<file path="src/shared/ios_cfg.svh">
// Constants of the increment, OR, shift and branch execution slice.
// Assumes inclusion by bare name from the package and the design files.
`ifndef IOS_CFG_SVH
`define IOS_CFG_SVH

// Datapath widths
`define IOS_DATA_W 8
`define IOS_ADDR_W 7
`define IOS_PC_W 15
`define IOS_LIT_W 11
`define IOS_LATCH_W 7

// Field positions
`define IOS_DATA_MSB 7
`define IOS_PC_LOW_MSB 10
`define IOS_LATCH_SEL_MSB 6
`define IOS_LATCH_SEL_LSB 3
`define IOS_LIT8_MSB 7
`define IOS_ST_NOP_BIT 1

// Operation codes
`define IOS_OP_NONE 3'h0
`define IOS_OP_INC_SKIP 3'h1
`define IOS_OP_INC 3'h2
`define IOS_OP_OR_LIT 3'h3
`define IOS_OP_OR_FILE 3'h4
`define IOS_OP_SHL 3'h5
`define IOS_OP_BRANCH 3'h6

// Destination selector values
`define IOS_DEST_WORK 1'h0
`define IOS_DEST_FILE 1'h1

// Reset values and constants
`define IOS_PC_RESET 15'h0000
`define IOS_WORK_RESET 8'h00
`define IOS_ADDR_RESET 7'h00
`define IOS_BYTE_ZERO 8'h00
`define IOS_BYTE_ONE 8'h01
`define IOS_PC_STEP 15'h0001

`endif

</file>
<file path="src/shared/ios_pkg.sv">
// Types of the increment, OR, shift and branch execution slice.
// Assumes ios_cfg.svh is on the include path.
`include "ios_cfg.svh"

package ios_pkg;

  // Operation selected by the decoder outside this slice
  typedef enum logic [2:0] {
    IOS_NONE = `IOS_OP_NONE,
    IOS_INC_SKIP = `IOS_OP_INC_SKIP,
    IOS_INC = `IOS_OP_INC,
    IOS_OR_LIT = `IOS_OP_OR_LIT,
    IOS_OR_FILE = `IOS_OP_OR_FILE,
    IOS_SHL = `IOS_OP_SHL,
    IOS_BRANCH = `IOS_OP_BRANCH
  } ios_op_type;

  // Execution phase, one-hot
  typedef enum logic [1:0] {
    IOS_ST_RUN = 2'b01,
    IOS_ST_NOP = 2'b10
  } ios_state_type;

  // Whole state of the slice
  typedef struct packed {
    ios_state_type state;
    logic ready;
    logic done;
    logic nop_pc_step;
    logic [`IOS_DATA_W-1:0] work;
    logic carry;
    logic zero;
    logic [`IOS_PC_W-1:0] pc;
    logic wr_en;
    logic [`IOS_ADDR_W-1:0] wr_addr;
    logic [`IOS_DATA_W-1:0] wr_data;
  } ios_regs_type;

  // True for operations whose result goes where the destination bit says
  function automatic logic ios_uses_dest(input ios_op_type op);
    return (op == IOS_INC_SKIP) || (op == IOS_INC) || (op == IOS_OR_FILE) || (op == IOS_SHL);
  endfunction

  // True when an 8-bit value is zero
  function automatic logic ios_is_zero(input logic [`IOS_DATA_W-1:0] v);
    return v == `IOS_BYTE_ZERO;
  endfunction

endpackage

</file>
<file path="src/ios_alu.sv">
// Combinational result unit of the execution slice.
// Assumes operands are stable for the whole cycle in which they are used.
`timescale 1ns/100ps
`include "ios_cfg.svh"

module ios_alu
  import ios_pkg::*;
#(
  parameter int DATA_W = `IOS_DATA_W
)
(
  input wire ios_op_type op,
  input wire logic [DATA_W-1:0] work,
  input wire logic [DATA_W-1:0] file_data,
  input wire logic [DATA_W-1:0] literal,
  output logic [DATA_W-1:0] result,
  output logic carry_out,
  output logic carry_we,
  output logic zero_we
);

  ////////////////////////////////////////////////////////////////////////////
  // Result and flag enables per operation
  always_comb
  begin
    result = work;
    carry_out = 1'b0;
    carry_we = 1'b0;
    zero_we = 1'b0;
    case (op)
      IOS_INC_SKIP:
      begin
        result = file_data + DATA_W'(`IOS_BYTE_ONE); // Flags untouched
      end
      IOS_INC:
      begin
        result = file_data + DATA_W'(`IOS_BYTE_ONE);
        zero_we = 1'b1;
      end
      IOS_OR_LIT:
      begin
        result = work | literal;
        zero_we = 1'b1;
      end
      IOS_OR_FILE:
      begin
        result = work | file_data;
        zero_we = 1'b1;
      end
      IOS_SHL:
      begin
        result = {file_data[DATA_W-2:0], 1'b0}; // Zero enters the low bit
        carry_out = file_data[DATA_W-1];
        carry_we = 1'b1;
        zero_we = 1'b1;
      end
      default:
      begin
        result = work;
      end
    endcase
  end

endmodule

</file>
<file path="src/ios_exec.sv">
// Execution slice of an 8-bit core: increment with skip, increment,
// OR with literal or file, logical left shift and absolute branch.
// Assumes the file register array outside returns file_rd_data for
// instr_file_addr in the same cycle and applies file_wr_* on the next edge.
//
// Operation
// - Increment-and-skip adds one, writes destination, leaves every flag alone.
// - Zero increment-and-skip sum replaces next instruction by no-operation; two cycles.
// - Branch loads 11-bit literal into program counter bits ten to zero.
// - Branch fills counter bits fourteen to eleven from upper latch bits six to three.
// - Branch is always taken and takes two cycles.
// - OR-with-literal ORs work with 8-bit literal into work; zero flag updated.
// - Plain increment adds one, writes destination, updates zero flag, never skips.
// - OR-with-file ORs work with file, writes destination, updates zero flag.
// - Left shift: bit seven to carry, bits shift up, zero enters bit zero.
// - Destination bit 0 writes work register; 1 writes the addressed file register.
// - File operand is a 7-bit address; destination selector is one bit.
`timescale 1ns/100ps
`include "ios_cfg.svh"

module ios_exec
  import ios_pkg::*;
(
  ref_clk,
  rst_b,
  instr_valid,
  instr_op,
  instr_file_addr,
  instr_dest,
  instr_literal,
  file_rd_data,
  program_counter_upper_latch,
  instr_ready_q,
  instr_done_q,
  no_operation_q,
  work_q,
  carry_q,
  zero_q,
  program_counter_q,
  file_wr_en_q,
  file_wr_addr_q,
  file_wr_data_q
);
  input wire logic ref_clk;
  input wire logic rst_b;
  input wire logic instr_valid;
  input wire ios_op_type instr_op;
  input wire logic [`IOS_ADDR_W-1:0] instr_file_addr;
  input wire logic instr_dest;
  input wire logic [`IOS_LIT_W-1:0] instr_literal;
  input wire logic [`IOS_DATA_W-1:0] file_rd_data;
  input wire logic [`IOS_LATCH_W-1:0] program_counter_upper_latch;
  output logic instr_ready_q;
  output logic instr_done_q;
  output logic no_operation_q;
  output logic [`IOS_DATA_W-1:0] work_q;
  output logic carry_q;
  output logic zero_q;
  output logic [`IOS_PC_W-1:0] program_counter_q;
  output logic file_wr_en_q;
  output logic [`IOS_ADDR_W-1:0] file_wr_addr_q;
  output logic [`IOS_DATA_W-1:0] file_wr_data_q;

  ////////////////////////////////////////////////////////////////////////////
  // Reset image of the state
  localparam ios_regs_type RESET_VAL = '{
    state: IOS_ST_RUN,
    ready: 1'b1,
    done: 1'b0,
    nop_pc_step: 1'b0,
    work: `IOS_WORK_RESET,
    carry: 1'b0,
    zero: 1'b0,
    pc: `IOS_PC_RESET,
    wr_en: 1'b0,
    wr_addr: `IOS_ADDR_RESET,
    wr_data: `IOS_BYTE_ZERO
  };

  ios_regs_type r_q;
  ios_regs_type r_d;
  logic accept;
  logic [`IOS_DATA_W-1:0] lit8;
  logic [`IOS_PC_W-1:0] branch_target;
  logic [`IOS_DATA_W-1:0] alu_result;
  logic alu_carry;
  logic alu_carry_we;
  logic alu_zero_we;
  logic shl_carry_in;

  ////////////////////////////////////////////////////////////////////////////
  // Operand preparation
  assign accept = instr_valid && r_q.ready; // Requests are ignored in the no-operation cycle
  assign lit8 = instr_literal[`IOS_LIT8_MSB:0];
  // Target is latch bits six to three over the 11-bit literal
  assign branch_target = {
    program_counter_upper_latch[`IOS_LATCH_SEL_MSB:`IOS_LATCH_SEL_LSB],
    instr_literal[`IOS_PC_LOW_MSB:0]
  };
  assign shl_carry_in = file_rd_data[`IOS_DATA_MSB];

  // Shared result unit
  ios_alu #(
    .DATA_W(`IOS_DATA_W)
  ) u_alu (
    .op(instr_op),
    .work(r_q.work),
    .file_data(file_rd_data),
    .literal(lit8),
    .result(alu_result),
    .carry_out(alu_carry),
    .carry_we(alu_carry_we),
    .zero_we(alu_zero_we)
  );

  ////////////////////////////////////////////////////////////////////////////
  // Next-state logic
  always_comb
  begin
    r_d = r_q;
    r_d.wr_en = 1'b0;
    r_d.done = 1'b0;
    case (r_q.state)
      IOS_ST_RUN:
      begin
        if (accept)
        begin
          r_d.pc = r_q.pc + `IOS_PC_STEP;
          r_d.done = 1'b1; // One cycle by default
          // Route the result by the destination bit
          if (ios_uses_dest(instr_op) && (instr_dest == `IOS_DEST_FILE))
          begin
            r_d.wr_en = 1'b1;
            r_d.wr_addr = instr_file_addr;
            r_d.wr_data = alu_result;
          end
          else if (ios_uses_dest(instr_op) || (instr_op == IOS_OR_LIT))
          begin
            r_d.work = alu_result;
          end
          // Zero flag follows the 8-bit result
          if (alu_zero_we)
          begin
            r_d.zero = ios_is_zero(alu_result);
          end
          if (alu_carry_we)
          begin
            r_d.carry = alu_carry;
          end
          // Zero sum squashes the next instruction
          if ((instr_op == IOS_INC_SKIP) && ios_is_zero(alu_result))
          begin
            r_d.state = IOS_ST_NOP;
            r_d.ready = 1'b0;
            r_d.done = 1'b0;
            r_d.nop_pc_step = 1'b1;
          end
          // Branch is unconditional and costs a second cycle
          if (instr_op == IOS_BRANCH)
          begin
            r_d.pc = branch_target;
            r_d.state = IOS_ST_NOP;
            r_d.ready = 1'b0;
            r_d.done = 1'b0;
            r_d.nop_pc_step = 1'b0;
          end
        end
      end
      IOS_ST_NOP:
      begin
        // Skipped word still advances the counter; a branch already landed
        if (r_q.nop_pc_step)
        begin
          r_d.pc = r_q.pc + `IOS_PC_STEP;
        end
        r_d.state = IOS_ST_RUN;
        r_d.ready = 1'b1;
        r_d.done = 1'b1;
        r_d.nop_pc_step = 1'b0;
      end
      default:
      begin
        // Stray code recovers to a clean run phase
        r_d.state = IOS_ST_RUN;
        r_d.ready = 1'b1;
      end
    endcase
  end

  ////////////////////////////////////////////////////////////////////////////
  // State register, synchronous reset
  always_ff @(posedge ref_clk)
  begin
    if (!rst_b)
    begin
      r_q <= RESET_VAL;
    end
    else
    begin
      r_q <= r_d;
    end
  end

  ////////////////////////////////////////////////////////////////////////////
  // Outputs straight from the state flops
  assign instr_ready_q = r_q.ready;
  assign instr_done_q = r_q.done;
  assign no_operation_q = r_q.state[`IOS_ST_NOP_BIT]; // One-hot bit, no decode on the pin
  assign work_q = r_q.work;
  assign carry_q = r_q.carry;
  assign zero_q = r_q.zero;
  assign program_counter_q = r_q.pc;
  assign file_wr_en_q = r_q.wr_en;
  assign file_wr_addr_q = r_q.wr_addr;
  assign file_wr_data_q = r_q.wr_data;

  logic take_skip;
  logic take_branch;
  logic take_single;
  assign take_skip = accept && (instr_op == IOS_INC_SKIP) && ios_is_zero(alu_result);
  assign take_branch = accept && (instr_op == IOS_BRANCH);
  assign take_single = accept && !take_skip && !take_branch;
endmodule
</file>
<file path="config.mk">
export PLATFORM = sky130hd
export DESIGN_NAME = ios_exec
export DESIGN_NICKNAME = d
export VERILOG_FILES = /design/src/shared/ios_pkg.sv /design/src/ios_alu.sv /design/src/ios_exec.sv
export VERILOG_INCLUDE_DIRS = /design/src /design/src/shared
export SDC_FILE = /design/constraint.sdc
export NUM_CORES = 1
export LEC_CHECK = 0
export BUFFER_PORTS_ARGS = -buffer_cell sky130_fd_sc_hd__buf_2
export CAP_MARGIN = 40
export CORE_UTILIZATION = 50
export CTS_CLUSTER_SIZE = 40
export DETAILED_ROUTE_END_ITERATION = 6
export PLACE_DENSITY = 0.78
export SLEW_MARGIN = 5
export SYNTH_ARGS = -nofsm -noshare
export SYNTH_HDL_FRONTEND = slang
export SYNTH_SLANG_ARGS = --single-unit
</file>
<file path="constraint.sdc">
create_clock -name ref_clk -period 2.7 [get_ports ref_clk]
set_clock_uncertainty 0.1 [all_clocks]
set_input_delay 0 -clock ref_clk [delete_from_list [all_inputs] [get_ports ref_clk]]
set_output_delay 0 -clock ref_clk [all_outputs]
set_load 0.005 [all_outputs]
</file>
# == Word-level counts from Yosys, hierarchy flattened ==
# Index checks and enable logic that the tools add are counted.
# word_totals
ff_bits,46
inputBits,40
out_inout_bits,44
wordCells,64
# op_classes
n_addsub,2
eq_ne,11
n_mux,16
bitwise_logic,3
n_reduce_logical,21
# ops
op,n
43-bit two-way mux,1
8-bit case mux with 4 select lines,1
15-bit two-way mux,2
15-bit case mux with 2 select lines,1
3-bit AND reduction,6
16-bit two-way mux,1
8-bit two-way mux,2
8-bit bitwise OR,2
15-bit by 1-bit adder with 15-bit output (second input constant),1
5-bit two-way mux,2
3-bit equality test (second input constant),3
8-bit by 1-bit adder with 8-bit output (second input constant),1
8-bit logical NOT,1
3-bit by 2-bit equality test with 1-bit output (second input constant),2
1-bit two-way mux,5
1-bit logical OR,4
2-bit != test (second input constant),2
2-bit case mux with 2 select lines,1
2-bit AND reduction,2
4-bit AND reduction,1
2-bit nonzero test,2
4-bit OR reduction,1
3-bit by 1-bit equality test with 1-bit output (second input constant),1
1-bit logical AND,3
5 further kinds,5

# == Logic depth before layout (Yosys ltp) ==
# depth
depth_word,9
depth_mapped,10
mapped_depth_nobuf,9

# == Modules after synthesis ==
# A second synthesis with hierarchy kept.
# unflattened
cells_unflattened,405
hier_area_um2,3221.8
# by_module_without_submodules
module,n_inst,cells_per_inst,area_per_inst_um2,seq_area_each_um2
ios_exec,1,308,2601.2,900.9
ios_alu,1,97,620.6,0.0

# == Least setup slack after synthesis ==
# Ideal clock, no wire load.
# synth_path
path_type,flip-flop to flip-flop
start,register r_q (netlist bit program_counter_q[0])
end,register r_q (netlist bit program_counter_q[14])
setup_time_ns,0.123
arrival_time_ns,1.990
t_required_ns,2.477
setup_slack_ns,0.487
path_stages_with_launch,10
n_path_buf,0
synth_period_minus_slack_ns,2.213
path_cell_list,dfxtp_1 > ha_1 > and3_1 > nand3_1 > nor3_1 > nand3_1 > xnor2_1 > a22o_1 > a221oi_1 > nor2_1
# synth_via
elab_chain_len,4
word_cells_on_any_way,5
cone_classes,1 x add/sub; 4 x mux
# synth_rtl
element,line,rtl
start: declaration,ios_exec.sv:80,ios_regs_type r_q;
start signal: assignment,ios_exec.sv:200,r_q <= r_d;
15-bit by 1-bit adder with 15-bit output (no line) *,-,
15-bit two-way mux,ios_exec.sv:159,if (instr_op == IOS_BRANCH)
43-bit two-way mux,ios_exec.sv:126,if (accept)
15-bit case mux with 2 select lines *,ios_exec.sv:123,case (r_q.state)
# Every way passes the cells marked *; elsewhere a longest branch is shown, timed or not. The select of a mux whose other input is x is not followed.
# A chain may end at the register's enable or synchronous reset.

# == Worst setup path in the final report ==
# layout_path
start,input port file_rd_data[7]
end,register r_q[44] (netlist name)
# layout_via
elab_chain_len,6
word_cells_on_any_way,7
cone_classes,1 x add/sub; 1 x mux; 1 x bitwise; 4 x reduce/logical
# layout_rtl
element,line,rtl
start: declaration,ios_exec.sv:51,input wire logic [`IOS_DATA_W-1:0] file_rd_data;
8-bit by 1-bit adder with 8-bit output / 8-bit bitwise OR (equally long branches),"ios_alu.sv:33, ios_alu.sv:37, ios_alu.sv:47",
8-bit case mux with 4 select lines *,ios_alu.sv:30,case (op)
8-bit logical NOT (no line) *,-,
1-bit logical AND *,ios_exec.sv:151,if ((instr_op == IOS_INC_SKIP) && ios_is_zero(alu_result))
2-bit nonzero test (no line) *,-,
2-bit AND reduction (no line) *,-,
# Every way passes the cells marked *; elsewhere a longest branch is shown, timed or not.

==> results.toml <==
[outcome]
status = "completed"

[cts]
ctsRootBufferMaster = "clkbuf_8"
numCtsBuffers = 5
cts_buffer_depth = 2
clock_latency_ps = 320
clk_pin_slew_ps = 100
htreeDepth = 2
cts_tree = "built"
clock_sinks = 45

[global_routing]
grt_pass1_wl_um = 13300
grt_max_degree = 25
grt_usage = 0.261
grt_pass1_vias = 2855
antenna_found_initial = 0
gr-total-overflow = 0

[die]
io_pins = 84
die_x_um = 81.6
initial_core_util = 0.525
die-area_um2 = 6650
num_rows = 28
fp.coreArea_um2 = 6030
die-height_um = 81.6

[logic_synthesis]
syn_area_per_cell_um2 = 7.72
syn_nets = 454
ys_seq_area_frac = 0.285
synth_area_um2 = 3170
yosys_warnings = 0
synth_ff_type = "dfxtp_1"
synth_edf_count = 0
yosys-top-cells-area = "dfxtp_1 (28%), buf_4 (10%), nor2_1 (7.2%)"
ys_seq_elements = 45
synthArstFlopShare = 0
postSynthCellCount = 410
synth_top_cell_area_share = 0.285
synth_top_cell_by_area = "dfxtp_1"
synth_cell_types = 64

[critical_path]
path_class = "primary input to flop"
r2r_slack_ps = 160
r2r-end = "r_q[44]"
end_kind = "flop"
start_kind = "primary input"
crit_arrival_ps = 2740
r2r_cells = 8
regToRegStartpoint = "work_q[7]"
cp.required_ps = 2820
path_max_fanout = 5

[final_layout]
final_util = 0.611
insertedDiodeCount = 0
final.fill_count = 556
final_net_count = 509
syn_to_final_growth_pct = 16.3
layout-drive-gt1-share = 0.249
finalInstanceArea_um2 = 3680

[timing]
final.period_utilization = 0.971
worst_pin_slew_ps = 755
max_clock_freq_ghz = 0.381
relSlewSlack = 0.496
slew_viol_final = 0
hold_viol_final = 0
setup_viol = 0
layout_min_cycle_time_ps = 2620

[routing]
antenna_left = 0
drtIter0Drc = 250
first_pass_iters = 5
wl_per_cell_um = 15.8
vias = 3198
drc_errors = 0
routed_via_density = 5.91
finalWirelength_um = 8570

[pwr]
peakVddDrop_mv = 0.334
p_per_area_nw_per_um2 = 463
p_leak_nw = 1.55

[min_path]
min_to = "program_counter_q[6]"
min_from = "instr_literal[6]"
hold_path_depth = 5
hold_path_class = "primary input to flop"

[placement]
port_buffers = 80
placed_area_um2 = 3340
dp_hpwl_um = 6000
place_congestion = 0.954

[run]
cap_violations = 0
logic make-up after synthesis:
logic type / share of synthesized area
and+or+nand+nor: 0.231
AOI/OAI and AO/OA: 0.246
buffers and inverters: 0.144
DFF: 0.285
muxes: 0.0621
xor gates and xnor gates: 0.0166
adders and majority gates: 0.0158
layout by cell type, fill, tap and decap left out, types with 3 or more instances in the layout:
| cell | Yosys | final |
|---|---|---|
| a221oi_1 | 6 | 6 |
| and3_1 | 5 | 5 |
| a211oi_1 | 11 | 11 |
| nor2b_1 | 6 | 6 |
| o22ai_1 | 3 | 3 |
| a22o_1 | 5 | 5 |
| nor2_2 | 2 | 3 |
| nand2_1 | 24 | 24 |
| nand2b_1 | 7 | 7 |
| buf_4 | 42 | 11 |
| a21o_1 | 3 | 3 |
| nor2_1 | 61 | 60 |
| xnor2_1 | 3 | 3 |
| dlygate4sd3_1 | 0 | 21 |
| and2_1 | 3 | 3 |
| mux2i_1 | 17 | 17 |
| o21ai_1 | 3 | 3 |
| a22oi_1 | 6 | 6 |
| or3_1 | 4 | 4 |
| o21ai_0 | 24 | 24 |
| ha_1 | 4 | 4 |
| a21oi_1 | 26 | 26 |
| nand3_1 | 15 | 15 |
| clkbuf_8 | 0 | 6 |
| buf_2 | 9 | 80 |
| inv_1 | 7 | 7 |
| dfxtp_1 | 45 | 45 |
| xor2_1 | 3 | 3 |
| nor3_1 | 9 | 9 |
report_power, final:
group          leakage, nW  internal, mW  switching [mW]
sequential           0.367         0.701          0.0353
combinational         1.13         0.188           0.232
clock               0.0574         0.301           0.248
total                 1.55          1.19           0.515
worst max-delay path, stage by stage:
cell and delay, ps:
dlygate4sd3_1 540, buf_2 160, nor4b_1 250, a2111oi_0 110, nor3_1 310, and4b_1 330, nand4_4 150, o21ai_4 180
a41oi_1 130, dlygate4sd3_1 580
final cells by class:
cell class | instances | area, um^2 | area share
multi-input cells | 291 | 1820 | 0.494
repair buffers | 113 | 713 | 0.194
flip-flops and latches | 45 | 901 | 0.245
well taps | 75 | 93.8 | 0.0255
clock buffers | 6 | 82.6 | 0.0224
clock inverters | 2 | 37.5 | 0.0102
inverters | 9 | 33.8 | 0.00917
cell usage after synthesis, drive strengths merged (2+ instances only):
| cell type | n |
|---|---|
| nor2 | 63 |
| buf | 52 |
| dfxtp | 45 |
| o21ai | 28 |
| a21oi | 26 |
| nand2 | 24 |
| mux2i | 17 |
| nand3 | 15 |
| clkbuf | 13 |
| a211oi | 11 |
| inv | 9 |
| nor3 | 9 |
| a221oi | 7 |
| nand2b | 7 |
| a22oi | 6 |
| and3 | 6 |
| nor2b | 6 |
| a22o | 5 |
| and2 | 4 |
| ha | 4 |
| or3 | 4 |
| a21o | 3 |
| nand4 | 3 |
| nor3b | 3 |
| o22ai | 3 |
| xnor2 | 3 |
| xor2 | 3 |
| a2111oi | 2 |
| a31oi | 2 |
| a32oi | 2 |
| mux2 | 2 |
| nor4 | 2 |
| o21a | 2 |
| o2bb2ai | 2 |
| o31ai | 2 |
flip-flops by register name (all words and copies together), names as in the netlist:
name               count
file_wr_en_q           1
instr_done_q           1
no_operation_q         1
zero_q                 1
program_counter_q     15
file_wr_data_q         8
carry_q                1
work_q                 8
file_wr_addr_q         7
r_q                    2
repair_timing:
item,in CTS,in global routing
hold endpoints to repair,22,0
resized for setup,0,2
hold buffers,21,0
setup endpoints to repair,0,1
setup buffers,0,1
how the worst max path moves through the flow:
stage / start / to
after global placement: program_counter_q[0] / program_counter_q[14]
after global routing: file_rd_data[7] / r_q[44]
final: file_rd_data[7] / r_q[44]
after floorplan: program_counter_q[0] / program_counter_q[14]
after detailed placement: program_counter_q[0] / program_counter_q[14]
after CTS: file_rd_data[7] / r_q[44]
through the flow:
| stage | hold WS (ps) | power (mW) | setup TNS, ps | cells | setup WS (ps) |
|---|---|---|---|---|---|
| finish | 4.28 | 1.71 | 0 | 541 | 78.0 |
| global route | 37.2 | 1.78 | -36.8 | 541 | -36.8 |
| CTS | 5.84 | 1.70 | 0 | 540 | 114 |
| detailed placement | 148 | 1.13 | 0 | 511 | 438 |
| global placement | 132 | 1.12 | 0 | 511 | 439 |
| floorplan | 22.4 | 1.04 | 0 | 410 | 487 |
layer usage:
metal | vias up | GRT usage | part of all wire
li1 | 1540 | - | -
met2 | 153 | 0.430 | 0.48
met4 | 0 | 0.107 | 0.024
met3 | 20 | 0.0600 | 0.084
met5 | - | 0 | 0
met1 | 1485 | 0.326 | 0.42
No activity file was read; power rests on OpenSTA's default activity.
